$ cat src/qio_pkg.sv
// package: constants, types and address decode for the quasi-bidirectional i/o expander
package qio_pkg;

    // four-state address pin codes: rail pins carry bit1 = 0, bus-tied pins bit1 = 1
    localparam logic [1:0] PIN_VSS   = 2'h0;
    localparam logic [1:0] PIN_VDD   = 2'h1;
    localparam logic [1:0] PIN_SCL   = 2'h2;
    localparam logic [1:0] PIN_SDA   = 2'h3;

    localparam logic [6:0] GC_ADDR   = 7'h00;
    localparam logic [6:0] ID_ADDR   = 7'h7c;
    localparam logic [7:0] SWRST_CMD = 8'h06;
    localparam logic [7:0] LATCH_RST = 8'hff;
    localparam logic [3:0] BIT_LAST  = 4'h7;
    localparam logic [3:0] BIT_CNT   = 4'h8;
    localparam logic [1:0] ID_LAST   = 2'h2;

    // identification bytes: values are arbitrary
    localparam logic [7:0] ID_MFR    = 8'h5a;
    localparam logic [7:0] ID_PART   = 8'h3c;
    localparam logic [7:0] ID_REV    = 8'h01;

    typedef enum logic [3:0] {
        ST_IDLE, ST_ADDR, ST_ACKW, ST_ACK, ST_WDATA,
        ST_RDATA, ST_RACK, ST_RNEXT, ST_IGNORE
    } qio_state_e;

    typedef enum logic [1:0] {K_NONE, K_PORT, K_GC, K_ID} qio_kind_e;

    typedef struct packed {
        qio_state_e st;
        logic [3:0] cnt;
        logic [7:0] sh;
        logic       rw;
        qio_kind_e  kind;
        logic       ackNow;
        logic       drvLow;
        logic [7:0] latch;
        logic [7:0] lastRead;
        logic       intPend;
        logic       rstPend;
        logic       idArmed;
        logic       moreByte;
        logic [1:0] idIdx;
        logic [5:0] adSync1;
        logic [5:0] adSync2;
        logic [7:0] pinSync1;
        logic [7:0] pinSync2;
    } qio_core_s;

    localparam qio_core_s CORE_RST = '{
        st: ST_IDLE, cnt: 4'h0, sh: 8'h00, rw: 1'b0, kind: K_NONE, ackNow: 1'b0,
        drvLow: 1'b0, latch: LATCH_RST, lastRead: 8'hff, intPend: 1'b0,
        rstPend: 1'b0, idArmed: 1'b0, moreByte: 1'b0, idIdx: 2'h0,
        adSync1: 6'h00, adSync2: 6'h00, pinSync1: 8'hff, pinSync2: 8'hff};

    typedef struct packed {
        logic sclS1;
        logic sclS2;
        logic sclS3;
        logic sdaS1;
        logic sdaS2;
        logic sdaS3;
    } qio_front_s;

    localparam qio_front_s FRONT_RST = '{1'b1, 1'b1, 1'b1, 1'b1, 1'b1, 1'b1};

    // seven-bit slave address from the three pin codes
    function automatic logic [6:0] qio_decode(input logic varA, input logic [1:0] p2,
                                              input logic [1:0] p1, input logic [1:0] p0);
        logic [2:0] onBus;
        logic [3:0] pre;
        onBus = {p2[1], p1[1], p0[1]};
        case (onBus)
            3'h0: pre = varA ? 4'h7 : 4'h4;
            3'h1: pre = varA ? 4'h8 : 4'h5;
            3'h2: pre = varA ? 4'h1 : 4'h2;
            3'h3: pre = varA ? 4'h6 : 4'h3;
            3'h4: pre = varA ? 4'hf : 4'hc;
            3'h5: pre = varA ? 4'h0 : 4'he;
            3'h6: pre = varA ? 4'h9 : 4'ha;
            default: pre = varA ? 4'hd : 4'hb;
        endcase
        return {pre, p2[0], p1[0], p0[0]};
    endfunction

    function automatic logic [7:0] qio_id_byte(input logic [1:0] idx);
        case (idx)
            2'h0: return ID_MFR;
            2'h1: return ID_PART;
            default: return ID_REV;
        endcase
    endfunction

endpackage

$ cat src/qio_bus_if.sv
// interface: bus conditions from the line front end to the expander core
`timescale 1ns/100ps
interface qio_bus_if;
    logic sclRise;
    logic sclFall;
    logic start;
    logic stop;
    logic sdaBit;
    modport front (output sclRise, sclFall, start, stop, sdaBit);
    modport core  (input  sclRise, sclFall, start, stop, sdaBit);
endinterface

$ cat src/qio_bus_front.sv
// module: synchronises the two bus lines and finds edges, start and stop
`timescale 1ns/100ps
module qio_bus_front (
    // clock and reset
    input  logic   sys_clk,
    input  logic   sys_rst,
    // bus lines
    input  logic   sclIn,
    input  logic   sdaIn,
    // conditions
    qio_bus_if.front bus
);
    import qio_pkg::*;

    qio_front_s r;
    qio_front_s n;

    always_comb begin
        n       = r;
        n.sclS1 = sclIn;
        n.sclS2 = r.sclS1;
        n.sclS3 = r.sclS2;
        n.sdaS1 = sdaIn;
        n.sdaS2 = r.sdaS1;
        n.sdaS3 = r.sdaS2;
    end

    always_ff @(posedge sys_clk) begin
        if (sys_rst) begin
            r <= FRONT_RST;
        end else begin
            r <= n;
        end
    end

    // stage 1 is seen only by stage 2; all decisions use stages 2 and 3
    assign bus.sdaBit  = r.sdaS2;
    assign bus.sclRise = r.sclS2 && !r.sclS3;
    assign bus.sclFall = !r.sclS2 && r.sclS3;
    assign bus.start   = r.sclS2 && r.sclS3 && r.sdaS3 && !r.sdaS2;
    assign bus.stop    = r.sclS2 && r.sclS3 && !r.sdaS3 && r.sdaS2;
endmodule

$ cat src/qio_expander.sv
// module: two-wire slave front end of an 8-line quasi-bidirectional i/o expander
`timescale 1ns/100ps
module qio_expander #(
    parameter bit VARIANT_A = 1'b0
) (
    // clock and reset
    input  logic       sys_clk,
    input  logic       sys_rst,
    // serial bus
    input  logic       sclIn,
    input  logic       sdaIn,
    output logic       sdaOut,
    output logic       sdaEnN,
    // address select straps, qio_pkg::PIN_VSS .. qio_pkg::PIN_SDA
    input  logic [1:0] addrSelectPin0,
    input  logic [1:0] addrSelectPin1,
    input  logic [1:0] addrSelectPin2,
    // port lines io_line_0 .. io_line_7
    input  logic [7:0] ioLineIn,
    output logic [7:0] ioLineOut,
    output logic [7:0] ioLineEnN,
    // interrupt
    output logic       intOut,
    output logic       intEnN
);
    import qio_pkg::*;

    qio_bus_if bus ();

    qio_bus_front uFront (
        .sys_clk (sys_clk),
        .sys_rst (sys_rst),
        .sclIn   (sclIn),
        .sdaIn   (sdaIn),
        .bus     (bus)
    );

    qio_core_s  r;
    qio_core_s  n;
    logic [6:0] myAddr;
    logic       reservedHit;
    logic [7:0] rxByte;
    logic       byteDone;
    logic       portClr;
    logic [1:0] idNext;

    assign myAddr      = qio_decode(VARIANT_A, r.adSync2[5:4], r.adSync2[3:2],
                                    r.adSync2[1:0]);
    assign reservedHit = VARIANT_A && (myAddr == GC_ADDR || myAddr == ID_ADDR);
    assign rxByte      = {r.sh[6:0], bus.sdaBit};
    assign byteDone    = bus.sclRise && r.cnt == BIT_LAST
                         && (r.st == ST_ADDR || r.st == ST_WDATA);
    assign idNext      = (r.idIdx == ID_LAST) ? 2'h0 : r.idIdx + 2'h1;

    always_comb begin
        n          = r;
        portClr    = 1'b0;
        // straps and port inputs come from outside: two flops before use
        n.adSync1  = {addrSelectPin2, addrSelectPin1, addrSelectPin0};
        n.adSync2  = r.adSync1;
        n.pinSync1 = ioLineIn;
        n.pinSync2 = r.pinSync1;
        if (bus.start) begin
            n.st       = ST_ADDR;
            n.cnt      = 4'h0;
            n.drvLow   = 1'b0;
            n.rstPend  = 1'b0;
            n.moreByte = 1'b0;
        end else if (bus.stop) begin
            if (r.rstPend) begin
                n.latch   = LATCH_RST;
                n.rstPend = 1'b0;
                n.idArmed = 1'b0;
                portClr   = 1'b1;
            end
            n.st     = ST_IDLE;
            n.drvLow = 1'b0;
        end else begin
            case (r.st)
                ST_ADDR, ST_WDATA: begin
                    if (bus.sclRise) begin
                        n.sh  = rxByte;
                        n.cnt = r.cnt + 4'h1;
                    end
                    if (byteDone) begin
                        n.st     = ST_ACKW;
                        n.cnt    = 4'h0;
                        n.ackNow = 1'b0;
                        if (r.st == ST_ADDR) begin
                            n.rw   = rxByte[0];
                            n.kind = K_NONE;
                            if (rxByte[7:1] == myAddr && !reservedHit) begin
                                n.kind   = K_PORT;
                                n.ackNow = 1'b1;
                                if (rxByte[0]) begin
                                    n.sh     = r.pinSync2;
                                    n.lastRead = r.pinSync2;
                                    portClr  = 1'b1;
                                end
                            end else if (rxByte[7:1] == GC_ADDR) begin
                                if (!rxByte[0]) begin
                                    n.kind   = K_GC;
                                    n.ackNow = 1'b1;
                                end
                            end else if (rxByte[7:1] == ID_ADDR) begin
                                if (!rxByte[0]) begin
                                    n.kind    = K_ID;
                                    n.ackNow  = 1'b1;
                                    n.idArmed = 1'b0;
                                end else if (r.idArmed) begin
                                    n.kind    = K_ID;
                                    n.ackNow  = 1'b1;
                                    n.idIdx   = 2'h0;
                                    n.sh      = qio_id_byte(2'h0);
                                    n.idArmed = 1'b0;
                                end
                            end
                        end else begin
                            n.moreByte = 1'b1;
                            case (r.kind)
                                K_PORT: begin
                                    n.latch    = rxByte;
                                    n.lastRead = r.pinSync2;
                                    n.ackNow   = 1'b1;
                                    portClr    = 1'b1;
                                end
                                K_GC: begin
                                    // one command byte only; anything else aborts
                                    n.ackNow  = !r.moreByte && rxByte == SWRST_CMD;
                                    n.rstPend = !r.moreByte && rxByte == SWRST_CMD;
                                end
                                K_ID: begin
                                    if (!r.moreByte && rxByte[7:1] == myAddr && !reservedHit) begin
                                        n.idArmed = 1'b1;
                                        n.ackNow  = 1'b1;
                                    end
                                end
                                default: n.ackNow = 1'b0;
                            endcase
                        end
                    end
                end
                ST_ACKW: begin
                    if (bus.sclFall) begin
                        n.drvLow = r.ackNow;
                        n.st     = ST_ACK;
                    end
                end
                ST_ACK: begin
                    if (bus.sclFall) begin
                        n.drvLow = 1'b0;
                        n.cnt    = 4'h0;
                        if (!r.ackNow) begin
                            n.st = ST_IGNORE;
                        end else if (r.rw) begin
                            n.st     = ST_RDATA;
                            n.drvLow = !r.sh[7];
                        end else begin
                            n.st = ST_WDATA;
                        end
                    end
                end
                ST_RDATA: begin
                    if (bus.sclRise) begin
                        n.cnt = r.cnt + 4'h1;
                    end
                    if (bus.sclFall) begin
                        if (r.cnt == BIT_CNT) begin
                            n.drvLow = 1'b0;
                            n.st     = ST_RACK;
                        end else begin
                            n.sh     = {r.sh[6:0], 1'b0};
                            n.drvLow = !r.sh[6];
                        end
                    end
                end
                ST_RACK: begin
                    if (bus.sclRise) begin
                        if (!bus.sdaBit) begin
                            n.st = ST_RNEXT;
                            if (r.kind == K_PORT) begin
                                n.sh       = r.pinSync2;
                                n.lastRead = r.pinSync2;
                                portClr    = 1'b1;
                            end else begin
                                n.idIdx = idNext;
                                n.sh    = qio_id_byte(idNext);
                            end
                        end else begin
                            n.st = ST_IGNORE;
                        end
                    end
                end
                ST_RNEXT: begin
                    if (bus.sclFall) begin
                        n.drvLow = !r.sh[7];
                        n.cnt    = 4'h0;
                        n.st     = ST_RDATA;
                    end
                end
                default: n.st = r.st;
            endcase
        end
        // a read rebases the compare value, so a change in that cycle is in the data read
        if (portClr) begin
            n.intPend = 1'b0;
            if (bus.stop) begin
                n.lastRead = r.pinSync2;
            end
        end else begin
            n.intPend = r.intPend || (r.pinSync2 != r.lastRead);
        end
    end

    always_ff @(posedge sys_clk) begin
        if (sys_rst) begin
            r <= CORE_RST;
        end else begin
            r <= n;
        end
    end

    // open-drain style: only ever pull low; released lines are inputs
    assign sdaOut    = 1'b0;
    assign sdaEnN    = !r.drvLow;
    assign ioLineOut = 8'h00;
    assign ioLineEnN = r.latch;
    assign intOut    = 1'b0;
    assign intEnN    = !r.intPend;
endmodule

$ cat config.mk
export PLATFORM = sky130hd
export DESIGN_NAME = qio_expander
export DESIGN_NICKNAME = d
export VERILOG_FILES = /design/src/qio_pkg.sv /design/src/qio_bus_if.sv /design/src/qio_bus_front.sv /design/src/qio_expander.sv
export SDC_FILE = /design/constraint.sdc
export NUM_CORES = 1
export LEC_CHECK = 0
export BUFFER_PORTS_ARGS = -buffer_cell sky130_fd_sc_hd__buf_2
export CAP_MARGIN = 40
export CORE_MARGIN = 2
export CORE_UTILIZATION = 65
export CTS_CLUSTER_SIZE = 10
export DETAILED_ROUTE_END_ITERATION = 8
export PLACE_DENSITY = 0.86
export SLEW_MARGIN = 10
export SYNTH_ARGS = -nofsm -noshare
export SYNTH_HDL_FRONTEND = slang
export SYNTH_SLANG_ARGS = --single-unit
$ cat constraint.sdc
create_clock -name sys_clk -period 5.03 [get_ports sys_clk]
set_input_delay 1.006 -clock sys_clk [delete_from_list [all_inputs] [get_ports sys_clk]]
set_output_delay 1.006 -clock sys_clk [all_outputs]
set_load 0.005 [all_outputs]
==> results.sh, run 1 <==
export IMPL_max_slew_margin_rel_pct=38.0
export IMPL_cts_num_sinks=77
export IMPL_arrival_ns=3.06
export IMPL_syn_avg_cell_area_sq_um=8.26
export IMPL_antenna_found_initial=0
export IMPL_area_delta_synth_final_pct=6.15
export IMPL_nets=568
export IMPL_ys_types=78
export IMPL_dpl_cell_count=617
export IMPL_cap_violations=0
export IMPL_pin_count=38
export IMPL_grt_pass1_wl_um=18100
export IMPL_crit_type="flop to flop"
export IMPL_synth_flop_cell="dfxtp_1"
export IMPL_status="finished clean"
export IMPL_die_height_um=87.2
export IMPL_p_per_area_nw_per_um2=312
export IMPL_async_reset_ff_share_pct=0
export IMPL_clk_pin_slew_ns=0.09
export IMPL_clockRootBuffer="clkbuf_8"
export IMPL_hp_class="flop to flop"
export IMPL_fmax_mhz=354
export IMPL_drive_gt1_share_pct=16.6
export IMPL_first_global_vias=3706
export IMPL_dieArea_sq_um=7600
export IMPL_postLayoutCoreUtil_pct=70.6
export IMPL_cts_htree_levels=3
export IMPL_final_cell_mix="dfxtp_1, nor2_1, a21oi_1, nand2_1, buf_2"
export IMPL_cellInternalPower_mw=1.07
export IMPL_layout_commonest_cell="dfxtp_1"
export IMPL_die_w_um=87.2
export IMPL_cts_buffers=9
export IMPL_hold_viol_final=0
export IMPL_p_sw_mw=0.413
export IMPL_required_ns=5.26
export IMPL_netlist_area_sq_um=4490
export IMPL_dr_pass1_iters=6
export IMPL_period_share_pct=56.2
export IMPL_r2r_start="uFront.n[3]"
export IMPL_crit_path_cell_trace="nand2b_1, nor3_1, o221ai_1, a221oi_1, a21oi_1, a2bb2oi_1"
export IMPL_fin_tns_setup_ns=0
export IMPL_ir_worst_vdd_uv=212
export IMPL_yosysSeqAreaShare_pct=34.3
export IMPL_gp_congestion=1.02
export IMPL_ys_warn_count=0
export IMPL_endpoint_kind="flop"
export IMPL_p_sw_share_pct=27.8
export IMPL_postRouteAntennaNets=0
export IMPL_wl_um=11300
export IMPL_comb_power_share_pct=14.7
export IMPL_startpoint_type="flop"
export IMPL_vias_per_cell=6.59
export IMPL_p_seq_share_pct=45.4
export IMPL_rows=30
export IMPL_cts_setup_buffers=0
export IMPL_ys_ff_latch=77
export IMPL_p_clk_share_pct=39.9
export IMPL_io_buffers=27
export IMPL_n_antenna_cell=0
export IMPL_rsz0062_at_grt="no"
export IMPL_synth_cells=544
export IMPL_slowest_stage="nor3_1"
export IMPL_hpwl_um=8010
export IMPL_final_cells=633
export IMPL_critPathLaunch="uFront.n[3]"
export IMPL_crit_path_max_incr_delay_ns=0.63
export IMPL_skew_ns=0.0116
export IMPL_gr_total_overflow=0
export IMPL_finalSetupViolations=0
export IMPL_postCtsHoldBufs=0
export IMPL_cts_tree="yes"
export IMPL_synth_edf_count=0
export IMPL_vias=4170
export IMPL_clock_latency_ns=0.36
export IMPL_start_util_pct=66.5
export IMPL_grt_max_degree=37
export IMPL_static_leakage_power_nw=1.69
export IMPL_core_area_sq_um=6760
export IMPL_finalCriticalPeriod_ns=2.83
export IMPL_grt_total_usage_pct=30.6
export IMPL_cts_resized=0
export IMPL_worst_pin_slew_ns=0.930
export IMPL_cts_path_max_buffers=2
export IMPL_slew_violations=0
export IMPL_power_mw=1.49
export IMPL_worstPathMaxFanout=23
export IMPL_drt_iter0_markers=420
export IMPL_drc=0
export IMPL_wl_per_cell_um=17.8
export IMPL_holdCritStartpoint="n[3]"
[cells by family (layout without fill, tap and decap cells)]
| family | Yosys count | in the layout | synth area share (%) |
|---|---|---|---|
| multiplexers | 16 | 16 | 3.62 |
| adder cells (fa/ha/maj) | 3 | 3 | 0.779 |
| AO/OA/AOI/OAI | 157 | 157 | 25.2 |
| XOR/XNOR | 15 | 15 | 2.92 |
| buffers and inverters | 65 | 65 | 8.18 |
| AND/OR/NAND/NOR | 210 | 210 | 24.9 |
| flip-flops | 77 | 77 | 34.3 |
| other | 1 | 10 | 0.0834 |
[cells in the mapped netlist (all sizes together), types with 6 or more instances]
cell type / number / area [sq um]
nor3: 19 / 100
or2: 24 / 150
a21oi: 41 / 209
clkbuf: 14 / 62.6
nand2b: 12 / 75.1
inv: 17 / 63.8
dfxtp: 77 / 1540
nand3: 9 / 45.0
nor2b: 18 / 113
xnor2: 12 / 105
a221oi: 8 / 70.1
nor2: 51 / 196
buf: 33 / 231
a2111oi: 6 / 71.3
a211o: 12 / 108
mux2i: 14 / 140
o21ai: 26 / 130
nor4: 7 / 56.3
a31oi: 6 / 37.5
nand2: 40 / 150
a211oi: 10 / 87.6
[worst paths after layout]
check / to / slack, ns / cells after the start
setup / recovery: r[36] / 2.20 / 6
hold / removal: r[3] / 0.41 / 1
setup reg to reg: r[36] / 2.20 / 6
hold reg to reg: r[3] / 0.41 / 1
[worst max-delay path: cells and delay by family (launching register included)]
family / cells / cell delay [ns]
simple gates: 2 / 1.17
compound gates: 4 / 1.05
flops: 1 / 0.48
[sequential cells by signal, summed over array words and instances, names as in the netlist]
name / count
r: 46
n: 14
ioLineEnN: 8
myAddr: 3
uFront.n: 3
uFront.r: 2
uFront.bus.sdaBit: 1
[layer usage]
metal  vias to the layer above  wire length (um)  global-route usage, %
li1                       1959                 -                      -
met1                      1894              4570                   40.6
met2                       258              5100                   46.3
met3                        59              1110                   7.20
met4                         0               504                   15.7
met5                         -                 0                      0
[metrics by stage]
| step | cell area, sq um | hold slack (ns) | setup WS [ns] |
|---|---|---|---|
| after detailed placement | 4510 | 0.393 | 2.22 |
| final | 4770 | 0.407 | 2.20 |
| after floorplan | 4530 | 0.389 | 2.97 |
| after global routing | 4770 | 0.431 | 1.95 |
| after CTS | 4770 | 0.410 | 2.27 |
| after global placement | 4460 | 0.391 | 2.27 |
[power groups by stage]
stage                     registers [mW]  logic, mW  clock network (mW)
after floorplan                    0.665      0.188                   0
after global placement             0.685      0.203                   0
after detailed placement           0.687      0.212                   0
after CTS                          0.672      0.213               0.599
after global routing               0.679      0.234               0.629
final                              0.675      0.219               0.593
[cell type report]
cell class | instances | area [sq um]
clock buffer | 10 | 138
clock inverter | 6 | 119
fill | 527 | 1990
inverter | 17 | 63.8
multi-input combinational | 411 | 2620
sequential | 77 | 1540
tap | 80 | 100
timing repair buffer | 32 | 190
No activity file was read; power rests on OpenSTA's default activity.
==> inputs of run 2 (changes only) <==
ABC_AREA = 1   (was unset)
CORE_UTILIZATION = 60   (was 65)
PLACE_DENSITY = 0.8   (was 0.86)
clock period = 2.9 ns   (was 5.03 ns; I/O delays follow)
==> run 2 against run 1 <==
Effect of this change:
- synthesized cell count is 24% higher
- clock power is 58% higher
- die area is 10% higher
- flip-flop and latch count stayed put
- synthesized area is 2.1% higher
- non-clock buffer count is 1 lower
- clock skew is 0.0018 ns higher
- design area is 2.2% higher
- highest routed layer unchanged
==> results.sh, run 2 <==
export IMPL_status="finished clean"
export IMPL_cts_resized=0
export IMPL_dr_max_layer_used="met4"
export IMPL_p_sw_mw=1.82
export IMPL_cts_num_sinks=77
export IMPL_period_share_pct=80.3
export IMPL_drive_gt1_share_pct=18.3
export IMPL_worstPathMaxFanout=15
export IMPL_dieArea_sq_um=8360
export IMPL_n_antenna_cell=0
export IMPL_cpMostUsedCell="inv_2"
export IMPL_postCtsHoldBufs=0
export IMPL_fillers=670
export IMPL_skew_ns=0.0134
export IMPL_crit_path_max_incr_delay_ns=0.61
export IMPL_clk_pin_slew_ns=0.09
export IMPL_startpoint_type="flop"
export IMPL_drt_iter0_markers=417
export IMPL_synthTopCellsByCount="nand2_1, dfxtp_1, inv_1"
export IMPL_cap_violations=0
export IMPL_cts_htree_levels=3
export IMPL_max_flop_register="r"
export IMPL_path_buf_inv=5
export IMPL_post_synth_top_count_cell="nand2_1"
export IMPL_vias_per_cell=5.61
export IMPL_cts_setup_buffers=0
export IMPL_cts_path_max_buffers=2
export IMPL_comb_power_share_pct=42.8
export IMPL_path_delay_family="buffers and inverters"
export IMPL_slowest_stage="dfxtp_1"
export IMPL_synth_edf_count=0
export IMPL_yosys_top_cells_area="dfxtp_1, nand2_1, o21ai_0, inv_1, nor2_1"
export IMPL_die_w_um=91.4
export IMPL_rsz0062_at_grt="no"
export IMPL_wl_met2_um=6070
export IMPL_static_leakage_power_nw=2.21
export IMPL_area_delta_synth_final_pct=6.27
export IMPL_synth_cells=677
export IMPL_clockRootBuffer="clkbuf_8"
export IMPL_endpoint_kind="flop"
export IMPL_synth_top_area_share_pct=33.6
export IMPL_largest_reg_flops=46
export IMPL_gr_total_overflow=0
export IMPL_p_seq_share_pct=34.4
export IMPL_worst_pin_slew_ns=0.625
export IMPL_hold_viol_final=0
export IMPL_dr_pass1_iters=6
export IMPL_async_reset_ff_share_pct=0
export IMPL_hpwl_um=9730
export IMPL_vias=4455
export IMPL_drc=0
export IMPL_dp_slack_ns=0.664
export IMPL_required_ns=3.21
export IMPL_cts_buffers=9
export IMPL_ys_types=48
export IMPL_start_util_pct=62.6
export IMPL_grt_total_usage_pct=32.1
export IMPL_rows=31
export IMPL_met3_wirelength_um=1050
export IMPL_syn_avg_cell_area_sq_um=6.78
export IMPL_crit_type="flop to flop"
export IMPL_cts_tree="yes"
export IMPL_slew_violations=0
export IMPL_wl_per_cell_um=16.3
export IMPL_finalSetupViolations=0
export IMPL_p_clk_share_pct=22.8
export IMPL_finalCriticalPeriod_ns=2.33
export IMPL_fin_hold_ws_ns=0.391
export IMPL_cellInternalPower_mw=2.29
export IMPL_ys_ff_latch=77
export IMPL_fmax_mhz=429
export IMPL_max_slew_margin_rel_pct=58.2
export IMPL_gp_congestion=1.01
export IMPL_grt_pass1_wl_um=21000
export IMPL_die_height_um=91.4
export IMPL_synth_top_area_cell="dfxtp_1"
export IMPL_grt_max_degree=44
export IMPL_ys_warn_count=0
export IMPL_hp_class="primary input to flop"
export IMPL_p_sw_share_pct=44.3
export IMPL_yosysSeqAreaShare_pct=33.6
export IMPL_arrival_ns=2.64
export IMPL_first_global_vias=4240
export IMPL_netlist_area_sq_um=4590
export IMPL_fin_tns_setup_ns=0
export IMPL_postRouteAntennaNets=0
export IMPL_nets=710
export IMPL_wl_met1_um=5300
export IMPL_io_buffers=27
export IMPL_synth_flop_cell="dfxtp_1"
export IMPL_setup_slack_ns=0.571
export IMPL_crit_path_cell_trace="inv_2, nor3_2, buf_4, inv_2, nor2_4, inv_2, nand2_2, nand2_2, inv_2, o21ai_0, nand2_1"
export IMPL_pin_count=38
export IMPL_core_area_sq_um=7330
export IMPL_final_cell_mix="nand2_1, dfxtp_1, inv_1, nor2_1, o21ai_0"
export IMPL_clock_latency_ns=0.37
export IMPL_wl_um=12900
export IMPL_ir_worst_vdd_uv=479
export IMPL_antenna_found_initial=0
export IMPL_p_per_area_nw_per_um2=842
export IMPL_layout_commonest_cell="nand2_1"
==> run 2: cell types whose count changed after synthesis, sizes merged, moves of 18 or more <==
cell / change
nand3: +37
inv: +75
nand2: +129
nor2: +20
nor2b: -18
o21ai: +32
==> run 2: cell families after synthesis <==
family / Yosys count / synth area share, %
xor+xnor: 5 / 1.12
buf+inv: 130 / 13.2
compound gates: 123 / 14.8
other cells: 1 / 0.0818
flops: 77 / 33.6
fa+ha+maj: 2 / 0.545
simple gates: 339 / 36.6
==> run 2: final timing paths <==
path	from	endpoint	slack [ns]	cells past startpoint
worst max-delay path	uFront.bus.sdaBit	ioLineEnN[2]	0.57	11
worst min-delay path	ioLineIn[2]	n[2]	0.39	2
worst max register to register	uFront.bus.sdaBit	ioLineEnN[2]	0.57	11
worst min register to register	n[16]	myAddr[0]	0.41	2
==> run 2: cell type report <==
cell class,count,area [sq um],area share (%)
Clock buffer,10,128,2.62
Multi-Input combinational cell,479,2470,50.7
Inverter,92,348,7.14
Sequential cell,77,1540,31.6
Tap cell,99,124,2.54
Clock inverter,6,95.1,1.95
Timing Repair Buffer,31,165,3.39
==> run 2: power by group through the flow <==
stage	registers [mW]	logic, mW	clock network [mW]
2_1_floorplan	1.34	1.40	0
3_3_place_gp	1.42	1.70	0
3_5_place_dp	1.43	1.71	0
4_1_cts	1.40	1.72	0.936
5_1_grt	1.43	1.99	0.980
6_report	1.41	1.76	0.935
==> run 2: metal layers <==
layer | up-vias | global-route usage [%]
met2 | 242 | 54.0
met4 | 0 | 15.0
met5 | - | 0
met1 | 1994 | 39.8
met3 | 39 | 5.23
li1 | 2180 | -
==> run 2: per-stage QoR <==
stage | utilization [%] | instance area [sq um] | power [mW] | instances
floorplan | - | 4620 | 2.74 | 686
global route | 66.5 | 4870 | 4.40 | 794
CTS | 66.5 | 4870 | 4.06 | 794
detailed placement | 63.5 | 4650 | 3.14 | 778
global placement | 63.5 | 4650 | 3.13 | 778
finish | 66.5 | 4870 | 4.11 | 794
